### config.mk
export PLATFORM = sky130hd
export DESIGN_NAME = synth_serial_load_lock_power
export DESIGN_NICKNAME = d
export VERILOG_FILES = /design/src/hdl/synth_pkg.sv /design/src/hdl/synth_serial_load_lock_power.sv /design/src/hdl/pin_sync.sv
export SDC_FILE = /design/constraint.sdc
export NUM_CORES = 1
export LEC_CHECK = 0
export ABC_AREA = 1
export BUFFER_PORTS_ARGS = -buffer_cell sky130_fd_sc_hd__buf_2
export CORE_MARGIN = 4
export CORE_UTILIZATION = 33
export CTS_CLUSTER_SIZE = 16
export DETAILED_ROUTE_END_ITERATION = 7
export GPL_TIMING_DRIVEN = 0
export PLACE_DENSITY = 0.52
export REMOVE_ABC_BUFFERS = 1
export SETUP_SLACK_MARGIN = 0.4
export SYNTH_ARGS = -nofsm -noshare
export SYNTH_HDL_FRONTEND = slang
export SYNTH_HIERARCHICAL = 1
export SYNTH_SLANG_ARGS = --single-unit
### constraint.sdc
create_clock -name clk_i -period 3.8 [get_ports clk_i]
set_clock_uncertainty 0.2 [all_clocks]
set_input_delay 0.95 -clock clk_i [delete_from_list [all_inputs] [get_ports clk_i]]
set_output_delay 0.95 -clock clk_i [all_outputs]
set_load 0.03 [all_outputs]
### src/hdl/synth_pkg.sv
// constants for the synthesizer serial load, lock detect and power control
// assumes a single 20 MHz system clock domain for all internal logic
package synth_pkg;

  // shift register and field layout
  localparam int SR_W = 24;
  localparam int DATA_W = 22;
  localparam int ADDR_W = 2;
  localparam int DATA_LSB = 2;

  // latch address codes
  localparam logic [1:0] ADDR_F1 = 2'b00;
  localparam logic [1:0] ADDR_F2 = 2'b01;
  localparam logic [1:0] ADDR_REF = 2'b10;
  localparam logic [1:0] ADDR_N = 2'b11;

  // reference divider configuration fields (data bit positions)
  localparam int REF_RATIO_LSB = 0;
  localparam int REF_RATIO_W = 15;
  localparam int REF_POL_BIT = 15;
  localparam int REF_WEIGHT_LSB = 16;
  localparam int WEIGHT_W = 4;
  localparam int REF_DOUBLER_BIT = 20;
  localparam int REF_DLL_BIT = 21;
  localparam logic [21:0] REF_RESET = 22'h00_0000;

  // first auxiliary register: multifunction output select
  localparam int F1_SEL_LSB = 18;
  localparam int SEL_W = 3;
  localparam logic [2:0] F1_SEL_RESET = 3'h0;
  localparam logic [2:0] SEL_DIGITAL = 3'h0;
  localparam logic [2:0] SEL_ANALOG = 3'h1;
  localparam logic [2:0] SEL_REF_DIV = 3'h2;
  localparam logic [2:0] SEL_FB_DIV = 3'h3;

  // second auxiliary register: output mode field
  localparam int F2_MODE_LSB = 15;
  localparam int MODE_W = 4;
  localparam logic [3:0] F2_MODE_RESET = 4'h0;
  localparam int MODE_TEST_BIT = 3;
  localparam int MODE_FAST_BIT = 2;
  localparam int MODE_GP1_BIT = 1;
  localparam int MODE_GP0_BIT = 0;

  // pump current table: 100 uA per step above a 100 uA floor
  localparam int PUMP_STEP_UA = 100;
  localparam int PUMP_UA_W = 11;
  localparam logic [3:0] WEIGHT_MAX = 4'hF;

  // lock detect timing
  localparam int CLK_PERIOD_NS = 50;
  localparam int LOCK_ERR_NS = 15;
  localparam int UNLOCK_ERR_NS = 30;
  localparam int LOCK_ERR_CYC_RAW = (LOCK_ERR_NS + CLK_PERIOD_NS - 1) / CLK_PERIOD_NS;
  localparam int LOCK_ERR_CYC = (LOCK_ERR_CYC_RAW < 1) ? 1 : LOCK_ERR_CYC_RAW;
  localparam int UNLOCK_ERR_CYC_RAW = UNLOCK_ERR_NS / CLK_PERIOD_NS;
  localparam int UNLOCK_ERR_CYC = (UNLOCK_ERR_CYC_RAW < 1) ? 1 : UNLOCK_ERR_CYC_RAW;
  localparam int LOCK_CONSEC = 5;
  localparam int ERR_CNT_W = 4;
  localparam int GOOD_CNT_W = 3;

endpackage

### src/hdl/synth_serial_load_lock_power.sv
// serial load port, reference configuration latch, lock detect,
// multifunction and auxiliary outputs, and power-down gating.
// assumes pins are asynchronous to clk_i and the serial clock is slow
// enough (well above 3 system clocks per phase) to be edge-sampled.
// the power-down bit arrives on clk_i from the feedback register latch.
// lock thresholds round to whole system clock periods.
// Function
// [RQ1] shift serial data on each serial clock rise
// [RQ2] words arrive most significant bit first
// [RQ3] upper 22 bits data, low two address
// [RQ4] load strobe rise copies data into one latch
// [RQ5] address 10 writes reference divider configuration
// [RQ6] data bits 14..0 are reference divide ratio
// [RQ7] host keeps divide ratio within 3..32767
// [RQ8] data bit 20 enables charge pump doubler
// [RQ9] data bit 21 selects fast calibration
// [RQ10] bits 15..19 polarity and four current weights
// [RQ11] lock after five cycles under 15 ns
// [RQ12] unlock at once when error exceeds 30 ns
// [RQ13] analog lock high while pump is inactive
// [RQ14] lock indication low while powered down
// [RQ15] multifunction output selects lock or divider outputs
// [RQ16] mode field sets aux outputs, test overrides
// [RQ17] fast acquisition raises current, pulls aux0 low
// [RQ18] enable pin low forces power-down except doubler
// [RQ19] power-down stops counters, tristates pump and comparator
// [RQ20] oscillator input off in power-down unless doubler
// [RQ21] power-down resets counters, realigned restart
// [RQ22] serial port keeps working while powered down
// [RQ23] current weights give 100 to 1600 microamps
// [RQ24] host sets polarity to match oscillator slope
// [RQ25] host holds strobe low while shifting 24 bits
// [RQ26] settings change only on load strobe rise
`timescale 1ns/1ps
`default_nettype none
module synth_serial_load_lock_power
  import synth_pkg::*;
#(
  parameter int LOCK_CYCLES = synth_pkg::LOCK_CONSEC // good cycles before lock
) (
  input wire logic clk_i, // 20 MHz system clock
  input wire logic rst_b_i, // async reset, active low
  input wire logic serial_clk_i, // serial clock pin
  input wire logic serial_data_i, // serial data pin
  input wire logic load_strobe_i, // load strobe pin
  input wire logic enable_i, // chip enable pin, low powers down
  input wire logic power_down_bit_i, // power-down bit from feedback register
  input wire logic ref_div_out_i, // reference divider output
  input wire logic fb_div_out_i, // feedback divider output
  input wire logic pump_active_i, // phase detector pump activity
  output logic [synth_pkg::REF_RATIO_W-1:0] reference_divide_ratio_o, // reference ratio
  output logic detector_polarity_o, // swaps pump up and down sense
  output logic pump_weight_one_o, // current weight 1x
  output logic pump_weight_two_o, // current weight 2x
  output logic pump_weight_four_o, // current weight 4x
  output logic pump_weight_eight_o, // current weight 8x
  output logic [synth_pkg::PUMP_UA_W-1:0] pump_current_ua_o, // pump current in uA
  output logic doubler_enable_o, // charge pump voltage doubler on
  output logic dll_fast_o, // fast delay-line calibration
  output logic counters_enable_o, // reference and feedback counters run
  output logic counter_reset_o, // reset both counters together
  output logic pump_hiz_o, // pump and comparator high impedance
  output logic osc_input_enable_o, // reference oscillator input biased
  output logic multifunction_lock_output_o, // multiplexed lock/divider pin
  output logic aux_out0_o, // auxiliary output 0 level
  output logic aux_out0_oe_o, // auxiliary output 0 drive enable
  output logic aux_out1_o, // auxiliary output 1 level
  output logic n_load_o, // pulse: word for feedback register
  output logic [synth_pkg::DATA_W-1:0] load_data_o // data field of last load
);
  import synth_pkg::*;

  // bit positions inside the synchroniser bank
  localparam int NPIN = 7;
  localparam int P_SCLK = 0;
  localparam int P_SDATA = 1;
  localparam int P_LOAD = 2;
  localparam int P_EN = 3;
  localparam int P_REF = 4;
  localparam int P_FB = 5;
  localparam int P_PUMP = 6;

  // synchronised pins, latched settings and lock filter state
  logic [NPIN-1:0] pin_level;
  logic [NPIN-1:0] pin_rise;
  logic [SR_W-1:0] shift_reg;
  logic [DATA_W-1:0] data_field;
  logic [ADDR_W-1:0] addr_field;
  logic [DATA_W-1:0] ref_cfg;
  logic [SEL_W-1:0] multifunction_lock_output_sel;
  logic [MODE_W-1:0] aux_mode;
  logic powered_down;
  logic [ERR_CNT_W-1:0] err_cnt;
  logic [GOOD_CNT_W-1:0] good_cnt;
  logic digital_lock;
  logic analog_lock;
  logic fast_acq;
  logic [WEIGHT_W-1:0] weight_eff;
  logic next_multifunction_lock_output;
  logic load_f1, load_f2, load_ref, load_n;

  // elaboration-time guards: a bad split or a narrow counter fails the build
  if (DATA_W + ADDR_W != SR_W) begin : g_split_bad
    $error("shift register split does not add up");
  end
  if (LOCK_CYCLES < 1 || LOCK_CYCLES >= (1 << GOOD_CNT_W)) begin : g_good_bad
    $error("lock cycle count does not fit the good counter");
  end
  if (UNLOCK_ERR_CYC + 1 >= (1 << ERR_CNT_W)) begin : g_err_bad
    $error("error counter too narrow");
  end

  // all pins pass three flops; data is delayed alike so it pairs with the clock edge
  pin_sync #(
    .WIDTH(NPIN)
  ) u_pin_sync (
    .clk_i(clk_i),
    .rst_b_i(rst_b_i),
    .pin_i({pump_active_i, fb_div_out_i, ref_div_out_i, enable_i,
            load_strobe_i, serial_data_i, serial_clk_i}),
    .level_o(pin_level),
    .rise_o(pin_rise)
  );

  // split of the shift register into data and address fields
  assign data_field = shift_reg[SR_W-1:DATA_LSB]; // RQ3
  assign addr_field = shift_reg[ADDR_W-1:0]; // RQ3

  // one strobe rise fires exactly one of the four latch selects
  assign load_f1 = pin_rise[P_LOAD] && addr_field == ADDR_F1; // RQ4
  assign load_f2 = pin_rise[P_LOAD] && addr_field == ADDR_F2; // RQ4
  assign load_ref = pin_rise[P_LOAD] && addr_field == ADDR_REF; // RQ4 RQ5
  assign load_n = pin_rise[P_LOAD] && addr_field == ADDR_N; // RQ4

  // serial shift register; runs regardless of any power-down state
  // extra bits push the oldest out; the last 24 shifted count
  always_ff @(posedge clk_i or negedge rst_b_i) begin
    if (!rst_b_i) begin
      shift_reg <= '0;
    end else if (pin_rise[P_SCLK]) begin // RQ1 RQ22
      shift_reg <= {shift_reg[SR_W-2:0], pin_level[P_SDATA]}; // RQ2
    end
  end

  // reference configuration latch, written only on a strobe rise
  always_ff @(posedge clk_i or negedge rst_b_i) begin
    if (!rst_b_i) begin
      ref_cfg <= REF_RESET;
    end else if (load_ref) begin // RQ4 RQ5 RQ26
      ref_cfg <= data_field;
    end
  end

  // multifunction select latch
  always_ff @(posedge clk_i or negedge rst_b_i) begin
    if (!rst_b_i) begin
      multifunction_lock_output_sel <= F1_SEL_RESET;
    end else if (load_f1) begin // RQ4 RQ26
      multifunction_lock_output_sel <= data_field[F1_SEL_LSB +: SEL_W];
    end
  end

  // auxiliary output mode latch
  always_ff @(posedge clk_i or negedge rst_b_i) begin
    if (!rst_b_i) begin
      aux_mode <= F2_MODE_RESET;
    end else if (load_f2) begin // RQ4 RQ26
      aux_mode <= data_field[F2_MODE_LSB +: MODE_W];
    end
  end

  // feedback register word is handed out; that latch lives elsewhere
  always_ff @(posedge clk_i or negedge rst_b_i) begin
    if (!rst_b_i) begin
      n_load_o <= 1'b0;
    end else begin
      n_load_o <= load_n; // RQ4
    end
  end

  // data field of every load, whatever its address
  always_ff @(posedge clk_i or negedge rst_b_i) begin
    if (!rst_b_i) begin
      load_data_o <= '0;
    end else if (pin_rise[P_LOAD]) begin
      load_data_o <= data_field;
    end
  end

  // a low pin wins over the bit; with the pin high the bit decides
  assign powered_down = !pin_level[P_EN] || power_down_bit_i; // RQ18

  // phase error width per comparison cycle, counted in system clocks.
  // resolution is one clock, so the thresholds round to whole cycles.
  always_ff @(posedge clk_i or negedge rst_b_i) begin
    if (!rst_b_i) begin
      err_cnt <= '0;
    end else if (pin_rise[P_REF]) begin
      err_cnt <= {{(ERR_CNT_W-1){1'b0}}, pin_level[P_PUMP]};
    end else if (pin_level[P_PUMP] && err_cnt != {ERR_CNT_W{1'b1}}) begin
      err_cnt <= err_cnt + 1'b1;
    end
  end

  // digital lock filter: consecutive good cycles set, one bad cycle clears
  always_ff @(posedge clk_i or negedge rst_b_i) begin
    if (!rst_b_i) begin
      good_cnt <= '0;
      digital_lock <= 1'b0;
    end else if (powered_down) begin
      good_cnt <= '0; // RQ14
      digital_lock <= 1'b0; // RQ14
    end else if (pin_rise[P_REF]) begin
      if (32'(err_cnt) > UNLOCK_ERR_CYC) begin
        good_cnt <= '0;
        digital_lock <= 1'b0; // RQ12
      end else if (32'(err_cnt) < LOCK_ERR_CYC) begin
        if (32'(good_cnt) < LOCK_CYCLES) begin
          good_cnt <= good_cnt + 1'b1;
        end
        if (32'(good_cnt) + 1 >= LOCK_CYCLES) begin
          digital_lock <= 1'b1; // RQ11
        end
      end else begin
        good_cnt <= '0; // RQ11
      end
    end else if (pin_level[P_PUMP] && 32'(err_cnt) >= UNLOCK_ERR_CYC) begin
      // error passes the limit inside this cycle: drop lock now,
      // not at the next comparison edge, so a slip shows at once
      good_cnt <= '0;
      digital_lock <= 1'b0; // RQ12
    end
  end

  // analog lock follows pump inactivity, forced low while powered down
  always_ff @(posedge clk_i or negedge rst_b_i) begin
    if (!rst_b_i) begin
      analog_lock <= 1'b0;
    end else begin
      analog_lock <= !powered_down && !pin_level[P_PUMP]; // RQ13 RQ14
    end
  end

  // multifunction output mux
  // select codes 4 to 7 are unassigned and hold the pin low
  always_comb begin
    unique case (multifunction_lock_output_sel)
      SEL_DIGITAL: next_multifunction_lock_output = digital_lock; // RQ15
      SEL_ANALOG: next_multifunction_lock_output = analog_lock; // RQ15
      SEL_REF_DIV: next_multifunction_lock_output = pin_level[P_REF]; // RQ15
      SEL_FB_DIV: next_multifunction_lock_output = pin_level[P_FB]; // RQ15
      default: next_multifunction_lock_output = 1'b0;
    endcase
  end

  // registered so a select change never glitches the pin
  always_ff @(posedge clk_i or negedge rst_b_i) begin
    if (!rst_b_i) begin
      multifunction_lock_output_o <= 1'b0;
    end else begin
      multifunction_lock_output_o <= next_multifunction_lock_output;
    end
  end

  // fast acquisition lasts until the digital lock comes up
  assign fast_acq = aux_mode[MODE_FAST_BIT] && !aux_mode[MODE_TEST_BIT] && !digital_lock;
  assign weight_eff = fast_acq ? WEIGHT_MAX : ref_cfg[REF_WEIGHT_LSB +: WEIGHT_W]; // RQ17

  // auxiliary outputs: test mode overrides, else fast acquisition or plain logic
  always_ff @(posedge clk_i or negedge rst_b_i) begin
    if (!rst_b_i) begin
      aux_out0_o <= 1'b0;
      aux_out0_oe_o <= 1'b1;
      aux_out1_o <= 1'b0;
    end else if (aux_mode[MODE_TEST_BIT]) begin // RQ16
      aux_out0_o <= pin_level[P_REF];
      aux_out0_oe_o <= 1'b1;
      aux_out1_o <= pin_level[P_FB];
    end else if (aux_mode[MODE_FAST_BIT]) begin
      // released once locked, so the extra resistor floats again
      aux_out0_o <= 1'b0; // RQ17
      aux_out0_oe_o <= fast_acq; // RQ17
      aux_out1_o <= aux_mode[MODE_GP1_BIT];
    end else begin
      aux_out0_o <= aux_mode[MODE_GP0_BIT]; // RQ16
      aux_out0_oe_o <= 1'b1;
      aux_out1_o <= aux_mode[MODE_GP1_BIT]; // RQ16
    end
  end

  // configuration outputs decoded from the reference latch
  // the doubler bit ignores power-down so the pump supply stays up
  always_ff @(posedge clk_i or negedge rst_b_i) begin
    if (!rst_b_i) begin
      reference_divide_ratio_o <= '0;
      detector_polarity_o <= 1'b0;
      doubler_enable_o <= 1'b0;
      dll_fast_o <= 1'b0;
    end else begin
      reference_divide_ratio_o <= ref_cfg[REF_RATIO_LSB +: REF_RATIO_W]; // RQ6
      detector_polarity_o <= ref_cfg[REF_POL_BIT]; // RQ10
      doubler_enable_o <= ref_cfg[REF_DOUBLER_BIT]; // RQ8 RQ18
      dll_fast_o <= ref_cfg[REF_DLL_BIT]; // RQ9
    end
  end

  // pump weights and resulting current, 100 uA per code step
  always_ff @(posedge clk_i or negedge rst_b_i) begin
    if (!rst_b_i) begin
      pump_weight_one_o <= 1'b0;
      pump_weight_two_o <= 1'b0;
      pump_weight_four_o <= 1'b0;
      pump_weight_eight_o <= 1'b0;
      pump_current_ua_o <= PUMP_UA_W'(PUMP_STEP_UA);
    end else begin
      pump_weight_one_o <= weight_eff[0]; // RQ10
      pump_weight_two_o <= weight_eff[1]; // RQ10
      pump_weight_four_o <= weight_eff[2]; // RQ10
      pump_weight_eight_o <= weight_eff[3]; // RQ10
      pump_current_ua_o <= PUMP_UA_W'((32'(weight_eff) + 1) * PUMP_STEP_UA); // RQ23
    end
  end

  // power gating; one reset line releases both counters in the same cycle
  // so the feedback counter restarts aligned with the reference counter
  always_ff @(posedge clk_i or negedge rst_b_i) begin
    if (!rst_b_i) begin
      counters_enable_o <= 1'b0;
      counter_reset_o <= 1'b1;
      pump_hiz_o <= 1'b1;
      osc_input_enable_o <= 1'b0;
    end else begin
      counters_enable_o <= !powered_down; // RQ19
      counter_reset_o <= powered_down; // RQ21
      pump_hiz_o <= powered_down; // RQ19
      osc_input_enable_o <= !powered_down || ref_cfg[REF_DOUBLER_BIT]; // RQ20
    end
  end

endmodule // synth_serial_load_lock_power
`default_nettype wire

### src/hdl/pin_sync.sv
// two-flop synchroniser bank with rising-edge detect on the synced level
// assumes inputs are asynchronous pins; outputs are on clk_i
`timescale 1ns/1ps
`default_nettype none
module pin_sync #(
  parameter int WIDTH = 1
) (
  input wire logic clk_i, // system clock
  input wire logic rst_b_i, // async reset, active low
  input wire logic [WIDTH-1:0] pin_i, // asynchronous pins
  output logic [WIDTH-1:0] level_o, // synchronised level
  output logic [WIDTH-1:0] rise_o // one-cycle pulse on rising edge
);

  logic [WIDTH-1:0] meta;
  logic [WIDTH-1:0] sync;
  logic [WIDTH-1:0] prev;

  initial begin
    if (WIDTH < 1) $error("pin_sync width must be positive");
  end

  // first flop feeds only the second, to keep metastability contained
  always_ff @(posedge clk_i or negedge rst_b_i) begin
    if (!rst_b_i) begin
      meta <= '0;
      sync <= '0;
    end else begin
      meta <= pin_i;
      sync <= meta;
    end
  end

  // edge history and registered outputs
  always_ff @(posedge clk_i or negedge rst_b_i) begin
    if (!rst_b_i) begin
      prev <= '0;
      level_o <= '0;
      rise_o <= '0;
    end else begin
      prev <= sync;
      level_o <= sync;
      rise_o <= sync & ~prev;
    end
  end

endmodule // pin_sync
`default_nettype wire

==> results.json <==
{
  "grt_antenna_before_repair": 0,
  "crit_chain": "inv_1 -> nand3_4 -> nand2_1 -> ha_1 -> nand3_1 -> inv_1 -> ha_1 -> inv_1 -> ha_1 -> ha_1 -> ha_1 -> a31oi_1 -> inv_1 -> nand2_1 -> nand2_1",
  "cts_setup_buffers": 0,
  "ant_nets": 0,
  "clockBufferDepth": 2,
  "crit_path_start_kind": "flop",
  "cp_common_cell": "ha_1",
  "yosys_warnings": 6,
  "fin_crit_ns": 3.042,
  "firstDrtPassIters": 4,
  "fin_nets": 606,
  "relSlewSlack_pct": 43.52,
  "p_per_area_nw_per_um2": 583.0,
  "setup_ws_ns": 0.7579,
  "final.period_utilization_pct": 80.06,
  "mappedNetlistArea_um2": 5508,
  "fmax_mhz": 328.7,
  "vias": 3422,
  "final.setup.tns_ns": 0,
  "maxCapViolCount": 0,
  "clock_latency_ns": 0.41,
  "num_io_pins": 74,
  "power_leakage_nw": 3.382,
  "pwr-share-comb_pct": 11.1,
  "ir_drop_v": 0.0003447,
  "cts_tree": "yes",
  "place.gp.congestion": 0.7424,
  "grt_max_degree": 89,
  "numCtsBuffers": 17,
  "area_delta_synth_final_pct": 21.69,
  "vias_per_cell": 4.256,
  "io_buffers": 71,
  "fin_util_pct": 41.59,
  "hpwl_mm": 6.397,
  "reg2reg_to": "pump_current_ua_o[10]",
  "end_kind": "flop",
  "grt-ovfl-total": 0,
  "met1_usage_pct": 14.77,
  "wl_per_cell_um": 12.22,
  "criticalPathCategory": "flop to flop",
  "finalWirelength_mm": 9.821,
  "hp-class": "flop to flop",
  "power_frac_clock_pct": 42.8,
  "arrival_ns": 3.14,
  "setup_viol": 0,
  "cts-resized-gates": 0,
  "dpl-instance-area_um2": 6075,
  "largest_register_ffs": 24,
  "fp.coreArea_um2": 16120,
  "power.switching_mw": 1.015,
  "fp-row-count": 46,
  "drive_gt1_share_pct": 22.62,
  "clkTransAtPathRegs_ns": 0.06,
  "cts.sinks": 147,
  "crit_required_ns": 3.90,
  "timing.rr.start": "digital_lock",
  "use_met2_pct": 17.44,
  "postCtsHoldBufs": 0,
  "grt_pass1_vias": 3426,
  "fp.dieH_um": 137.2,
  "slowest_stage": "dfrtp_1",
  "hold_viol_final": 0,
  "rsz0062_at_grt": "no",
  "worstRegToRegCells": 15,
  "power.internal_mw": 2.892,
  "cpPeakStageDelay_ns": 0.39,
  "r2r_slack_ns": 0.76,
  "antenna_cells": 0,
  "drv_slew": 0,
  "initial_core_util_pct": 34.18,
  "synth_cells": 499,
  "grt-busiest-layer": "met2",
  "dieArea_um2": 18820,
  "die_w_um": 137.2,
  "grt_use_total_pct": 11.74,
  "seqPwrFrac_pct": 46.1,
  "grt_first_pass_wirelength_mm": 17.02,
  "grt_use_met3_pct": 5.442,
  "worstMarginPinSlew_ns": 0.8462,
  "crit_path_end": "pump_current_ua_o[10]",
  "root_buffer": "clkbuf_16",
  "dp_slack_ns": 0.7609,
  "route.detailed.drc": 0,
  "crit_start": "digital_lock",
  "status": "finished clean",
  "hold_depth": 0,
  "synth.avg_cell_area_um2": 11.04,
  "drt_iter0_markers": 136,
  "finalInstanceArea_um2": 6703,
  "cts_max_level": 4,
  "worstPathMaxFanout": 5,
  "switching_share_pct": 25.98
}
through the flow:
step	total power [mW]	cells	hold WS (ns)
floorplan	2.098	483	0.1312
global placement	2.253	770	0.1326
detailed placement	2.267	771	0.1347
CTS	3.966	803	0.1475
global route	4.108	804	0.1515
finish	3.908	804	0.1454
final cells by class:
type | count | area, µm²
inverter | 63 | 236.5
sequential | 147 | 3686
multi-input combinational | 273 | 1493
clock inverter | 7 | 95.09
tap | 216 | 270.3
fill | 1571 | 9413
timing repair buffer | 73 | 416.7
clock buffer | 25 | 505.5
layout by cell type, fill, tap and decap left out, types with 2 or more instances in the layout:
cell type / count
o21ai_0: 56
nand2_1: 86
nor2_2: 3
a21oi_1: 27
ha_1: 20
bufinv_16: 2
o21ai_1: 2
clkbuf_1: 3
buf_16: 2
clkinv_2: 2
a21oi_2: 2
nor2_1: 32
xnor2_1: 3
inv_2: 4
nor2_4: 2
nand3_1: 16
buf_2: 70
nand2_2: 5
dfrtp_1: 141
clkbuf_16: 17
clkbuf_8: 5
dfstp_2: 5
o21ai_2: 2
inv_1: 59
conb_1: 2
xor2_1: 2
how the worst min path moves through the flow:
stage | start | end
after global routing | u_pin_sync/sync[3] | u_pin_sync/prev[3]
after global placement | u_pin_sync/sync[3] | u_pin_sync/prev[3]
final | u_pin_sync/meta[2] | u_pin_sync/sync[2]
after CTS | u_pin_sync/meta[2] | u_pin_sync/sync[2]
after floorplan | u_pin_sync/sync[1] | u_pin_sync/prev[1]
after detailed placement | u_pin_sync/meta[2] | u_pin_sync/sync[2]
per-layer routing:
metal	vias to the layer above	part of all wire [%]
li1	1734	-
met1	1602	44
met2	71	46
met3	15	7.8
met4	0	1.7
met5	-	0
power groups by stage:
stage | clock network, mW | logic, mW | registers [mW]
finish | 1.67 | 0.433 | 1.80
global route | 1.80 | 0.482 | 1.83
CTS | 1.72 | 0.436 | 1.81
detailed placement | 0 | 0.436 | 1.83
global placement | 0 | 0.425 | 1.83
floorplan | 0 | 0.149 | 1.95
critical path, delay by kind of cell, from the launching register on:
kind / cells / cell delay [ns]
fa+ha+maj: 5 / 1.29
compound gates: 1 / 0.22
flops: 1 / 0.39
buf+inv: 4 / 0.36
simple gates: 5 / 0.49
Note: power is estimated with default switching activity, not from simulation.
